<file path="config.mk">
export PLATFORM = sky130hd
export DESIGN_NAME = pbc_ctrl
export DESIGN_NICKNAME = d
export VERILOG_FILES = /design/src/rtl/pbc_ctrl.v /design/src/rtl/pbc_sync.v
export VERILOG_INCLUDE_DIRS = /design/src /design/src/rtl
export SDC_FILE = /design/constraint.sdc
export NUM_CORES = 1
export LEC_CHECK = 0
export BUFFER_PORTS_ARGS = -buffer_cell sky130_fd_sc_hd__clkbuf_2
export CAP_MARGIN = 20
export CELL_PAD_IN_SITES_DETAIL_PLACEMENT = 0
export CELL_PAD_IN_SITES_GLOBAL_PLACEMENT = 1
export CORE_ASPECT_RATIO = 1.75
export CORE_MARGIN = 1.5
export CORE_UTILIZATION = 33
export CTS_CLUSTER_DIAMETER = 150
export DETAILED_ROUTE_END_ITERATION = 10
export PLACE_DENSITY_LB_ADDON = 0.15
export SLEW_MARGIN = 15
export SYNTH_ARGS = -nofsm -noshare
export SYNTH_HDL_FRONTEND = slang
export SYNTH_SLANG_ARGS = --single-unit
</file>
<file path="constraint.sdc">
create_clock -name i_ref_clk -period 1.4 [get_ports i_ref_clk]
set_input_delay 0.28 -clock i_ref_clk [delete_from_list [all_inputs] [get_ports i_ref_clk]]
set_output_delay 0.28 -clock i_ref_clk [all_outputs]
set_load 0.05 [all_outputs]
</file>
<file path="src/rtl/pbc_map.vh">
// Field positions, addresses and reset values of the transceiver control register
`ifndef PBC_MAP_VH
`define PBC_MAP_VH

`define PBC_PHY_ADDR        5'h01
`define PBC_CTRL_REG_ADDR   5'h00

`define PBC_BIT_SOFT_RESET  15
`define PBC_BIT_LOOPBACK    14
`define PBC_BIT_SPEED       13
`define PBC_BIT_AN_ENABLE   12
`define PBC_BIT_POWER_DOWN  11
`define PBC_BIT_AN_RESTART  9
`define PBC_BIT_DUPLEX      8
`define PBC_BIT_COL_TEST    7

`define PBC_CTRL_RESET_VAL  16'h3100
`define PBC_NO_PHY_RDATA    16'hffff
`define PBC_UNSUP_RDATA     16'h0000

`define PBC_SYNC_STAGES     2

`endif

</file>
<file path="src/rtl/pbc_ctrl.v">
// Basic control register of the 10/100 transceiver with its data path steering
`timescale 1ns/10ps
`default_nettype none

// Function
// - Writing one to the reset bit restores every default; the bit clears itself.
// - Loopback on routes transmit nibbles back onto the receive data lines.
// - Loopback sends nothing to the line and ignores line receive data.
// - Speed bit picks 100 Mb/s when one, 10 Mb/s when zero, without negotiation.
// - With negotiation enabled, speed and duplex writes are ignored and have no effect.
// - Duplex bit picks full duplex when one, half when zero, without negotiation.
// - Speed, duplex and negotiation enable reset to one; all other bits to zero.
// - The negotiation enable bit turns the negotiation process on.
// - Negotiation disabled: link speed and duplex come straight from the register bits.
// - The power-down bit puts the transceiver into its low-power state.
// - Management reads and writes are still answered while powered down.
// - Negotiation starts by itself after power-up.
// - Writing one to the restart bit restarts negotiation while negotiation is enabled; the bit clears itself.
// - Collision test on asserts the collision output whenever transmit enable is high.
// - Collision test is suppressed while the coding bypass bit is high.
// - Collision test works in full duplex and in half duplex alike.
// - Answers transceiver address 00001b; this register sits at register address zero.

`include "pbc_map.vh"

module pbc_ctrl #(
    parameter NIBBLE_W = 4
) (
    input  wire                i_ref_clk,         // Device clock, 125 MHz
    input  wire                i_rst,             // Asynchronous reset, active high
    // Management transaction port
    input  wire                i_mgmt_req,        // Transaction request, one-cycle pulse
    input  wire                i_mgmt_write,      // 1 write, 0 read
    input  wire [4:0]          i_mgmt_phy_addr,   // Transceiver address of the transaction
    input  wire [4:0]          i_mgmt_reg_addr,   // Register address of the transaction
    input  wire [15:0]         i_mgmt_wdata,      // Write data
    output reg                 o_mgmt_ack,        // Answer, one-cycle pulse
    output reg                 o_mgmt_hit,        // Answer came from this transceiver
    output reg  [15:0]         o_mgmt_rdata,      // Read data, valid with the answer
    // Vendor register bit and negotiation results
    input  wire                i_coding_bypass,   // Coding bypass bit of vendor register
    input  wire                i_an_speed_100,    // Negotiated speed, 1 = 100 Mb/s
    input  wire                i_an_full_duplex,  // Negotiated duplex, 1 = full
    // MAC-side nibble interface
    input  wire [NIBBLE_W-1:0] i_txd,             // Transmit nibble from the MAC
    input  wire                i_tx_en,           // Transmit enable from the MAC
    output reg  [NIBBLE_W-1:0] o_rxd,             // Receive nibble to the MAC
    output reg                 o_rx_dv,           // Receive data valid to the MAC
    output reg                 o_col,             // Collision indication to the MAC
    // Line-side data path
    output reg  [NIBBLE_W-1:0] o_line_txd,        // Nibble toward the line coder
    output reg                 o_line_tx_en,      // Transmit enable toward the line
    input  wire [NIBBLE_W-1:0] i_line_rxd,        // Nibble from the line decoder
    input  wire                i_line_rx_dv,      // Receive valid from the line
    input  wire                i_line_col,        // Collision seen on the line
    // Control outputs to the rest of the transceiver
    output reg                 o_soft_reset,      // Software reset pulse
    output wire                o_an_enable,       // Negotiation enable level
    output reg                 o_an_restart,      // Negotiation (re)start pulse
    output wire                o_power_down,      // Low-power state request
    output wire                o_speed_100,       // Operating speed, 1 = 100 Mb/s
    output wire                o_full_duplex,     // Operating duplex, 1 = full
    output wire                o_loopback         // Loopback active
);

    ////////////////////////////////////////////////////////////////////////////
    // Read value of the register from its stored bits

    function [15:0] pbc_pack;
        input lb;
        input spd;
        input ane;
        input pd;
        input dpx;
        input collision_test;
        reg [15:0] v;
        begin
            v = 16'h0000;
            v[`PBC_BIT_LOOPBACK]   = lb;
            v[`PBC_BIT_SPEED]      = spd;
            v[`PBC_BIT_AN_ENABLE]  = ane;
            v[`PBC_BIT_POWER_DOWN] = pd;
            v[`PBC_BIT_DUPLEX]     = dpx;
            v[`PBC_BIT_COL_TEST]   = collision_test;
            pbc_pack = v;
        end
    endfunction

    ////////////////////////////////////////////////////////////////////////////
    // Line-side inputs cross in through two flip-flops

    localparam LINE_W = NIBBLE_W + 2;
    localparam [15:0] CTRL_RST = `PBC_CTRL_RESET_VAL;

    wire [LINE_W-1:0] line_sync;
    wire [NIBBLE_W-1:0] line_rxd_s;
    wire              line_rx_dv_s;
    wire              line_col_s;

    pbc_sync #(
        .WIDTH (LINE_W)
    ) u_line_sync (
        .i_ref_clk (i_ref_clk),
        .i_rst     (i_rst),
        .i_async   ({i_line_col, i_line_rx_dv, i_line_rxd}),
        .o_sync    (line_sync)
    );

    assign line_rxd_s   = line_sync[NIBBLE_W-1:0];
    assign line_rx_dv_s = line_sync[NIBBLE_W];
    assign line_col_s   = line_sync[NIBBLE_W+1];

    ////////////////////////////////////////////////////////////////////////////
    // Transaction decode

    wire for_me;
    wire ctrl_sel;
    wire ctrl_wr;

    assign for_me   = i_mgmt_req && (i_mgmt_phy_addr == `PBC_PHY_ADDR);
    assign ctrl_sel = for_me && (i_mgmt_reg_addr == `PBC_CTRL_REG_ADDR);
    // Power-down gates nothing here, so transactions stay live
    assign ctrl_wr  = ctrl_sel && i_mgmt_write;

    ////////////////////////////////////////////////////////////////////////////
    // Stored control bits

    reg  loopback_q;
    reg  speed_q;
    reg  an_enable_q;
    reg  power_down_q;
    reg  duplex_q;
    reg  col_test_q;
    wire soft_reset_wr;
    wire restart_wr;

    assign soft_reset_wr = ctrl_wr && i_mgmt_wdata[`PBC_BIT_SOFT_RESET];
    assign restart_wr    = ctrl_wr && i_mgmt_wdata[`PBC_BIT_AN_RESTART];

    always @(posedge i_ref_clk or posedge i_rst) begin
        if (i_rst) begin
            loopback_q   <= CTRL_RST[`PBC_BIT_LOOPBACK];
            speed_q      <= CTRL_RST[`PBC_BIT_SPEED];
            an_enable_q  <= CTRL_RST[`PBC_BIT_AN_ENABLE];
            power_down_q <= CTRL_RST[`PBC_BIT_POWER_DOWN];
            duplex_q     <= CTRL_RST[`PBC_BIT_DUPLEX];
            col_test_q   <= CTRL_RST[`PBC_BIT_COL_TEST];
        end else if (soft_reset_wr) begin
            // Reset wins over every other bit of the same write
            loopback_q   <= CTRL_RST[`PBC_BIT_LOOPBACK];
            speed_q      <= CTRL_RST[`PBC_BIT_SPEED];
            an_enable_q  <= CTRL_RST[`PBC_BIT_AN_ENABLE];
            power_down_q <= CTRL_RST[`PBC_BIT_POWER_DOWN];
            duplex_q     <= CTRL_RST[`PBC_BIT_DUPLEX];
            col_test_q   <= CTRL_RST[`PBC_BIT_COL_TEST];
        end else if (ctrl_wr) begin
            loopback_q   <= i_mgmt_wdata[`PBC_BIT_LOOPBACK];
            an_enable_q  <= i_mgmt_wdata[`PBC_BIT_AN_ENABLE];
            power_down_q <= i_mgmt_wdata[`PBC_BIT_POWER_DOWN];
            col_test_q   <= i_mgmt_wdata[`PBC_BIT_COL_TEST];
            // Lock is judged by the enable as it stood before this write
            if (!an_enable_q) begin
                speed_q  <= i_mgmt_wdata[`PBC_BIT_SPEED];
                duplex_q <= i_mgmt_wdata[`PBC_BIT_DUPLEX];
            end
        end
    end

    ////////////////////////////////////////////////////////////////////////////
    // Self-clearing pulses: reset, and negotiation start

    reg boot_q;

    // Reset and restart bits are never stored, so they read back as zero
    always @(posedge i_ref_clk or posedge i_rst) begin
        if (i_rst) begin
            boot_q       <= 1'b1;
            o_soft_reset <= 1'b0;
            o_an_restart <= 1'b0;
        end else begin
            boot_q       <= 1'b0;
            o_soft_reset <= soft_reset_wr;
            // A reset restores the enable, so negotiation starts again after it
            o_an_restart <= boot_q
                         || soft_reset_wr
                         || (restart_wr && an_enable_q);
        end
    end

    ////////////////////////////////////////////////////////////////////////////
    // Management answer, one cycle after the request

    always @(posedge i_ref_clk or posedge i_rst) begin
        if (i_rst) begin
            o_mgmt_ack   <= 1'b0;
            o_mgmt_hit   <= 1'b0;
            o_mgmt_rdata <= 16'h0000;
        end else begin
            o_mgmt_ack <= i_mgmt_req;
            o_mgmt_hit <= for_me;
            if (!i_mgmt_req) begin
                o_mgmt_rdata <= o_mgmt_rdata;
            end else if (!for_me) begin
                // Nobody drives the data line for a foreign address
                o_mgmt_rdata <= `PBC_NO_PHY_RDATA;
            end else if (ctrl_sel && !i_mgmt_write) begin
                o_mgmt_rdata <= pbc_pack(loopback_q, speed_q, an_enable_q,
                                         power_down_q, duplex_q, col_test_q);
            end else begin
                o_mgmt_rdata <= `PBC_UNSUP_RDATA;
            end
        end
    end

    ////////////////////////////////////////////////////////////////////////////
    // Operating mode

    assign o_an_enable   = an_enable_q;
    assign o_power_down  = power_down_q;
    assign o_loopback    = loopback_q;
    // Forced bits are ignored while negotiation decides
    assign o_speed_100   = an_enable_q ? i_an_speed_100 : speed_q;
    assign o_full_duplex = an_enable_q ? i_an_full_duplex : duplex_q;

    ////////////////////////////////////////////////////////////////////////////
    // Data path steering

    wire col_test_on;
    wire line_live;

    // Duplex plays no part in the test collision
    assign col_test_on = col_test_q && !i_coding_bypass;
    assign line_live   = !loopback_q && !power_down_q;

    always @(posedge i_ref_clk or posedge i_rst) begin
        if (i_rst) begin
            o_rxd        <= {NIBBLE_W{1'b0}};
            o_rx_dv      <= 1'b0;
            o_col        <= 1'b0;
            o_line_txd   <= {NIBBLE_W{1'b0}};
            o_line_tx_en <= 1'b0;
        end else begin
            if (loopback_q) begin
                o_rxd   <= i_txd;
                o_rx_dv <= i_tx_en;
            end else if (line_live) begin
                o_rxd   <= line_rxd_s;
                o_rx_dv <= line_rx_dv_s;
            end else begin
                o_rxd   <= {NIBBLE_W{1'b0}};
                o_rx_dv <= 1'b0;
            end
            if (line_live) begin
                o_line_txd   <= i_txd;
                o_line_tx_en <= i_tx_en;
            end else begin
                o_line_txd   <= {NIBBLE_W{1'b0}};
                o_line_tx_en <= 1'b0;
            end
            // Line collisions only matter in half duplex and never in loopback
            o_col <= (col_test_on && i_tx_en)
                  || (line_live && !o_full_duplex && line_col_s);
        end
    end

endmodule // pbc_ctrl

`default_nettype wire

</file>
<file path="src/rtl/pbc_sync.v">
// Two-stage synchroniser for level signals arriving from the line side
`timescale 1ns/10ps
`default_nettype none

module pbc_sync #(
    parameter WIDTH = 1
) (
    input  wire             i_ref_clk,   // Device clock
    input  wire             i_rst,       // Asynchronous reset, active high
    input  wire [WIDTH-1:0] i_async,     // Signals from outside the clock domain
    output wire [WIDTH-1:0] o_sync       // Signals after two flip-flops
);

    reg [WIDTH-1:0] meta_q;
    reg [WIDTH-1:0] sync_q;

    // The first stage feeds only the second stage
    always @(posedge i_ref_clk or posedge i_rst) begin
        if (i_rst) begin
            meta_q <= {WIDTH{1'b0}};
            sync_q <= {WIDTH{1'b0}};
        end else begin
            meta_q <= i_async;
            sync_q <= meta_q;
        end
    end

    assign o_sync = sync_q;

endmodule // pbc_sync

`default_nettype wire

</file>
==> Implementation_results.wiki <==
{| class="wikitable"
! Metric !! Value
|-
| Result of the run || finished with violations
|-
| Violations in the final reports || negative setup slack
|-
| Final-report hold violation count || 0
|-
| Fraction of registers with async set/reset || 100.0%
|-
| Total area of multi-input combinational cells || 426.7 µm²
|-
| Worst setup EP type || output pin
|-
| Final critical-path setup slack || -93.56 ps
|-
| Core footprint || 4404 µm²
|-
| RePlAce Congestion || 0.7542
|-
| Area of the die || 5047 µm²
|-
| GR Overflow Total || 0
|-
| Main synth FF type || sky130_fd_sc_hd__dfrtp_1
|-
| Sequential area share after synthesis || 67.71%
|-
| Clock Sink Count || 41
|-
| Cell variety after synth || 27
|-
| Count of nets left with antenna violations after detail routing || 0
|-
| Count of buffers inserted at the top-level ports || 71
|-
| Final setup skew || 5.062 ps
|-
| Residual DRC || 0
|-
| Launch point of the worst hold path || i_line_rxd[0]
|-
| Required time of the critical path || 1120 ps
|-
| Vert. Die Dim || 92.86 µm
|-
| FMAX || about 670 MHz
|-
| Number of cells on the worst reg-to-reg path || 5
|-
| Antenna diode count || 0
|-
| Endpoint of the most critical register-to-register path || duplex_q
|-
| Fin crit period || 1494 ps
|-
| Overall via count from detail_route || ~1,100
|-
| TritonCTS clock tree || done
|-
| Internal power contribution || approximately 0.0019 W
|-
| Cell accounting for the most synthesized area || sky130_fd_sc_hd__dfrtp_1
|-
| Type of the most critical hold path || in2reg
|-
| Placement-stage worst setup slack || -356.7 ps
|-
| Clock root buffer || sky130_fd_sc_hd__clkbuf_8
|-
| Share of the cycle needed by the critical path after routing || 106.7%
|-
| Power density normalized to cell area || 1157 nW/µm²
|-
| Data arrival time of the critical path || between 1000 and 1500 ps
|-
| Number of setup violations in the final report || 3
|-
| Setup repair after global routing missed its margin || true
|-
| Most repeated cell in the gate-level netlist after synthesis || sky130_fd_sc_hd__dfrtp_1
|-
| Worst setup path start || o_an_enable
|-
| Total power draw || 0.002517 W
|-
| NetSw || about 0.00061 W
|-
| Transition at the pin with the smallest max-transition slack || 690.2 ps
|-
| Via count of the first global-routing pass || 1,200
|-
| WS Path Type || reg2out
|-
| Portion of total power attributed to sequential cells || 49.4%
|-
| Share of total power in combinational logic || 12.2%
|-
| Number of cells in the design after placement || around 240
|-
| Starting density of the core || 34.57%
|-
| Vias per Instance || approximately 4.6
|-
| WL final || 3190 µm
|-
| Syn Nets || between 150 and 200
|-
| Number of maximum-capacitance violations || 0
|-
| Detailed Routing Iterations Pass 1 || 4
|-
| Total clock buffers created by CTS || 5
|-
| Post-synthesis area per instance || roughly 13 µm²
|-
| Sum of net half-perimeters after detailed placement || 2443 µm
|-
| Seq cells post-synth || 41
|-
| Share of the synthesized area in the top cell type || 60.81%
|-
| Maximum clock insertion buffer count || 2
|-
| Start of the worst register-to-register path || o_an_enable
|-
| Clock group share of total power || 38.4%
|-
| Register-to-register setup slack || 30 ps
|-
| Synthesis warning total || 0
|-
| Area taken by flip-flops and latches || a little over 1000 µm²
|-
| Count of non-filler cells in the finished layout || 249
|-
| Ratio of cells with drive above 1 in the final layout || a little under three fifths
|-
| Area growth from synthesis to final layout || 42.81%
|-
| Post-Syn Instances || 121
|-
| Fillers || 442
|-
| Initial antenna violation count || 0
|-
| Global-route wire length before repair || 5202 µm
|-
| Num rows || 32
|-
| Number of placed I/O pins || 80
|-
| Pin count of the biggest net entering global routing || 22
|-
| Crit path launch type || flop
|-
| Max-slew headroom at the worst pin || between 50% and 60%
|-
| Register clock-pin slew on the reported worst setup and hold paths || 70 ps
|-
| Number of instances on the worst hold path || 1
|-
| LEAKAGE || 1.076 nW
|-
| Netlist area before placement || 1523 µm²
|-
| Cell types occupying the most area after synthesis || sky130_fd_sc_hd__dfrtp_1 (61%), sky130_fd_sc_hd__dfstp_2 (6.9%), sky130_fd_sc_hd__buf_4 (4.9%)
|-
| WL per Instance || 12.81 µm
|-
| X dimension of the die || ~54 µm
|-
| Worst hold path endpoint || u_line_sync.meta_q[0]
|-
| Top cells by instance count after synthesis || sky130_fd_sc_hd__dfrtp_1 (37), sky130_fd_sc_hd__nor2_1 (12), sky130_fd_sc_hd__buf_4 (10), sky130_fd_sc_hd__nand2_1 (10), sky130_fd_sc_hd__a21oi_1 (7)
|-
| Sw Share || 24.06%
|-
| Clock Latency Late Sink || 290 ps
|-
| Max Transition Viols Final || 0
|-
| Worst IR Drop VDD || 0.001047 V
|-
| Total global routing track utilization || 14.36%
|-
| First DRT Iteration DRCs || 6
|-
| EDFF count, synth || 0
|-
| Nets || 241
|-
| Post-Route Utilization || 49.38%
|-
| Htree depth || 2
|-
| Critical path peak fanout || 5
|}
## per-layer routing
layer	GRT usage [%]	part of all wire (%)	vias to the layer above
met5	0	0	-
met4	5.625	1.4	0
met3	4.355	6.7	4
met2	24.60	57	46
met1	15.77	35	546
li1	-	-	539
## timing repair
action / CTS / global route
pin swaps: 1 / 2
hold buffers: 1 / 0
gates resized for setup: 20 / 7
setup endpoints to repair: 18 / 20
hold endpoints to repair: 11 / 0
setup buffers: 2 / 0
## registers in the layout, summed over array words and instances, names as in the netlist, 4 cells and up
register and cells:
o_line_txd 4, o_mgmt_rdata 7, o_rxd 4, u_line_sync.meta_q 6, u_line_sync.o_sync 6
## metrics by stage
stage	area (µm²)	setup TNS, ps	hold WS, ps
after global routing	2175	-512.4	77.70
after CTS	2148	-248.1	81.77
final	2175	-172.2	93.75
after detailed placement	1943	-3504	308.1
after global placement	1943	-3013	306.3
after floorplan	1549	-1021	311.4
## worst max path at each step
stage               endpoint  slack, ps  depth (start not counted)
2_1_floorplan       duplex_q       -220                          6
3_3_place_gp      o_loopback       -310                          5
3_5_place_dp      o_loopback       -360                          5
4_1_cts        o_full_duplex       -130                          3
5_1_grt        o_full_duplex       -140                          3
6_report       o_full_duplex        -90                          3
## cells in the final DEF (no fill, tap or decap), drive strengths merged, types with 3 or more instances in the layout
master	instances
mux2i	3
nand2	10
mux2	3
o21ai	3
a21oi	7
dfrtp	37
a22o	5
and2	5
clkbuf	75
buf	13
nor2b	3
inv	3
dfstp	4
nor2	12
## power by group through the flow
| stage | sequential [W] | clock (W) | combinational, W |
|---|---|---|---|
| after detailed placement | 0.00127 | 0 | 0.000292 |
| after global placement | 0.00126 | 0 | 0.000288 |
| after floorplan | 0.00135 | 0 | 0.000103 |
| after CTS | 0.00124 | 0.000999 | 0.000306 |
| after global routing | 0.00125 | 0.00104 | 0.000332 |
| final | 0.00124 | 0.000966 | 0.000307 |
## kinds of logic after synthesis
family	after synthesis	synth area share (%)
buffers and inverters	18	7.395
AOI/OAI and AO/OA	17	7.477
muxes	6	4.191
and+or+nand+nor	38	12.98
other	1	0.2463
DFF	41	67.71
## critical path: stages, from the launching register on
cell and delay [ps]:
sky130_fd_sc_hd__dfstp_2 590, sky130_fd_sc_hd__nand2_2 90, sky130_fd_sc_hd__o21ai_4 80, sky130_fd_sc_hd__buf_8 170
## layout make-up
cell class	count	area share, %
clock buffer	6	3.797
inverter	4	0.6904
multi-input combinational	62	19.62
timing repair buffer	83	23.71
clock inverter	2	1.726
tap	51	2.934
sequential	41	47.53
No activity file was read; power rests on OpenSTA's default activity.
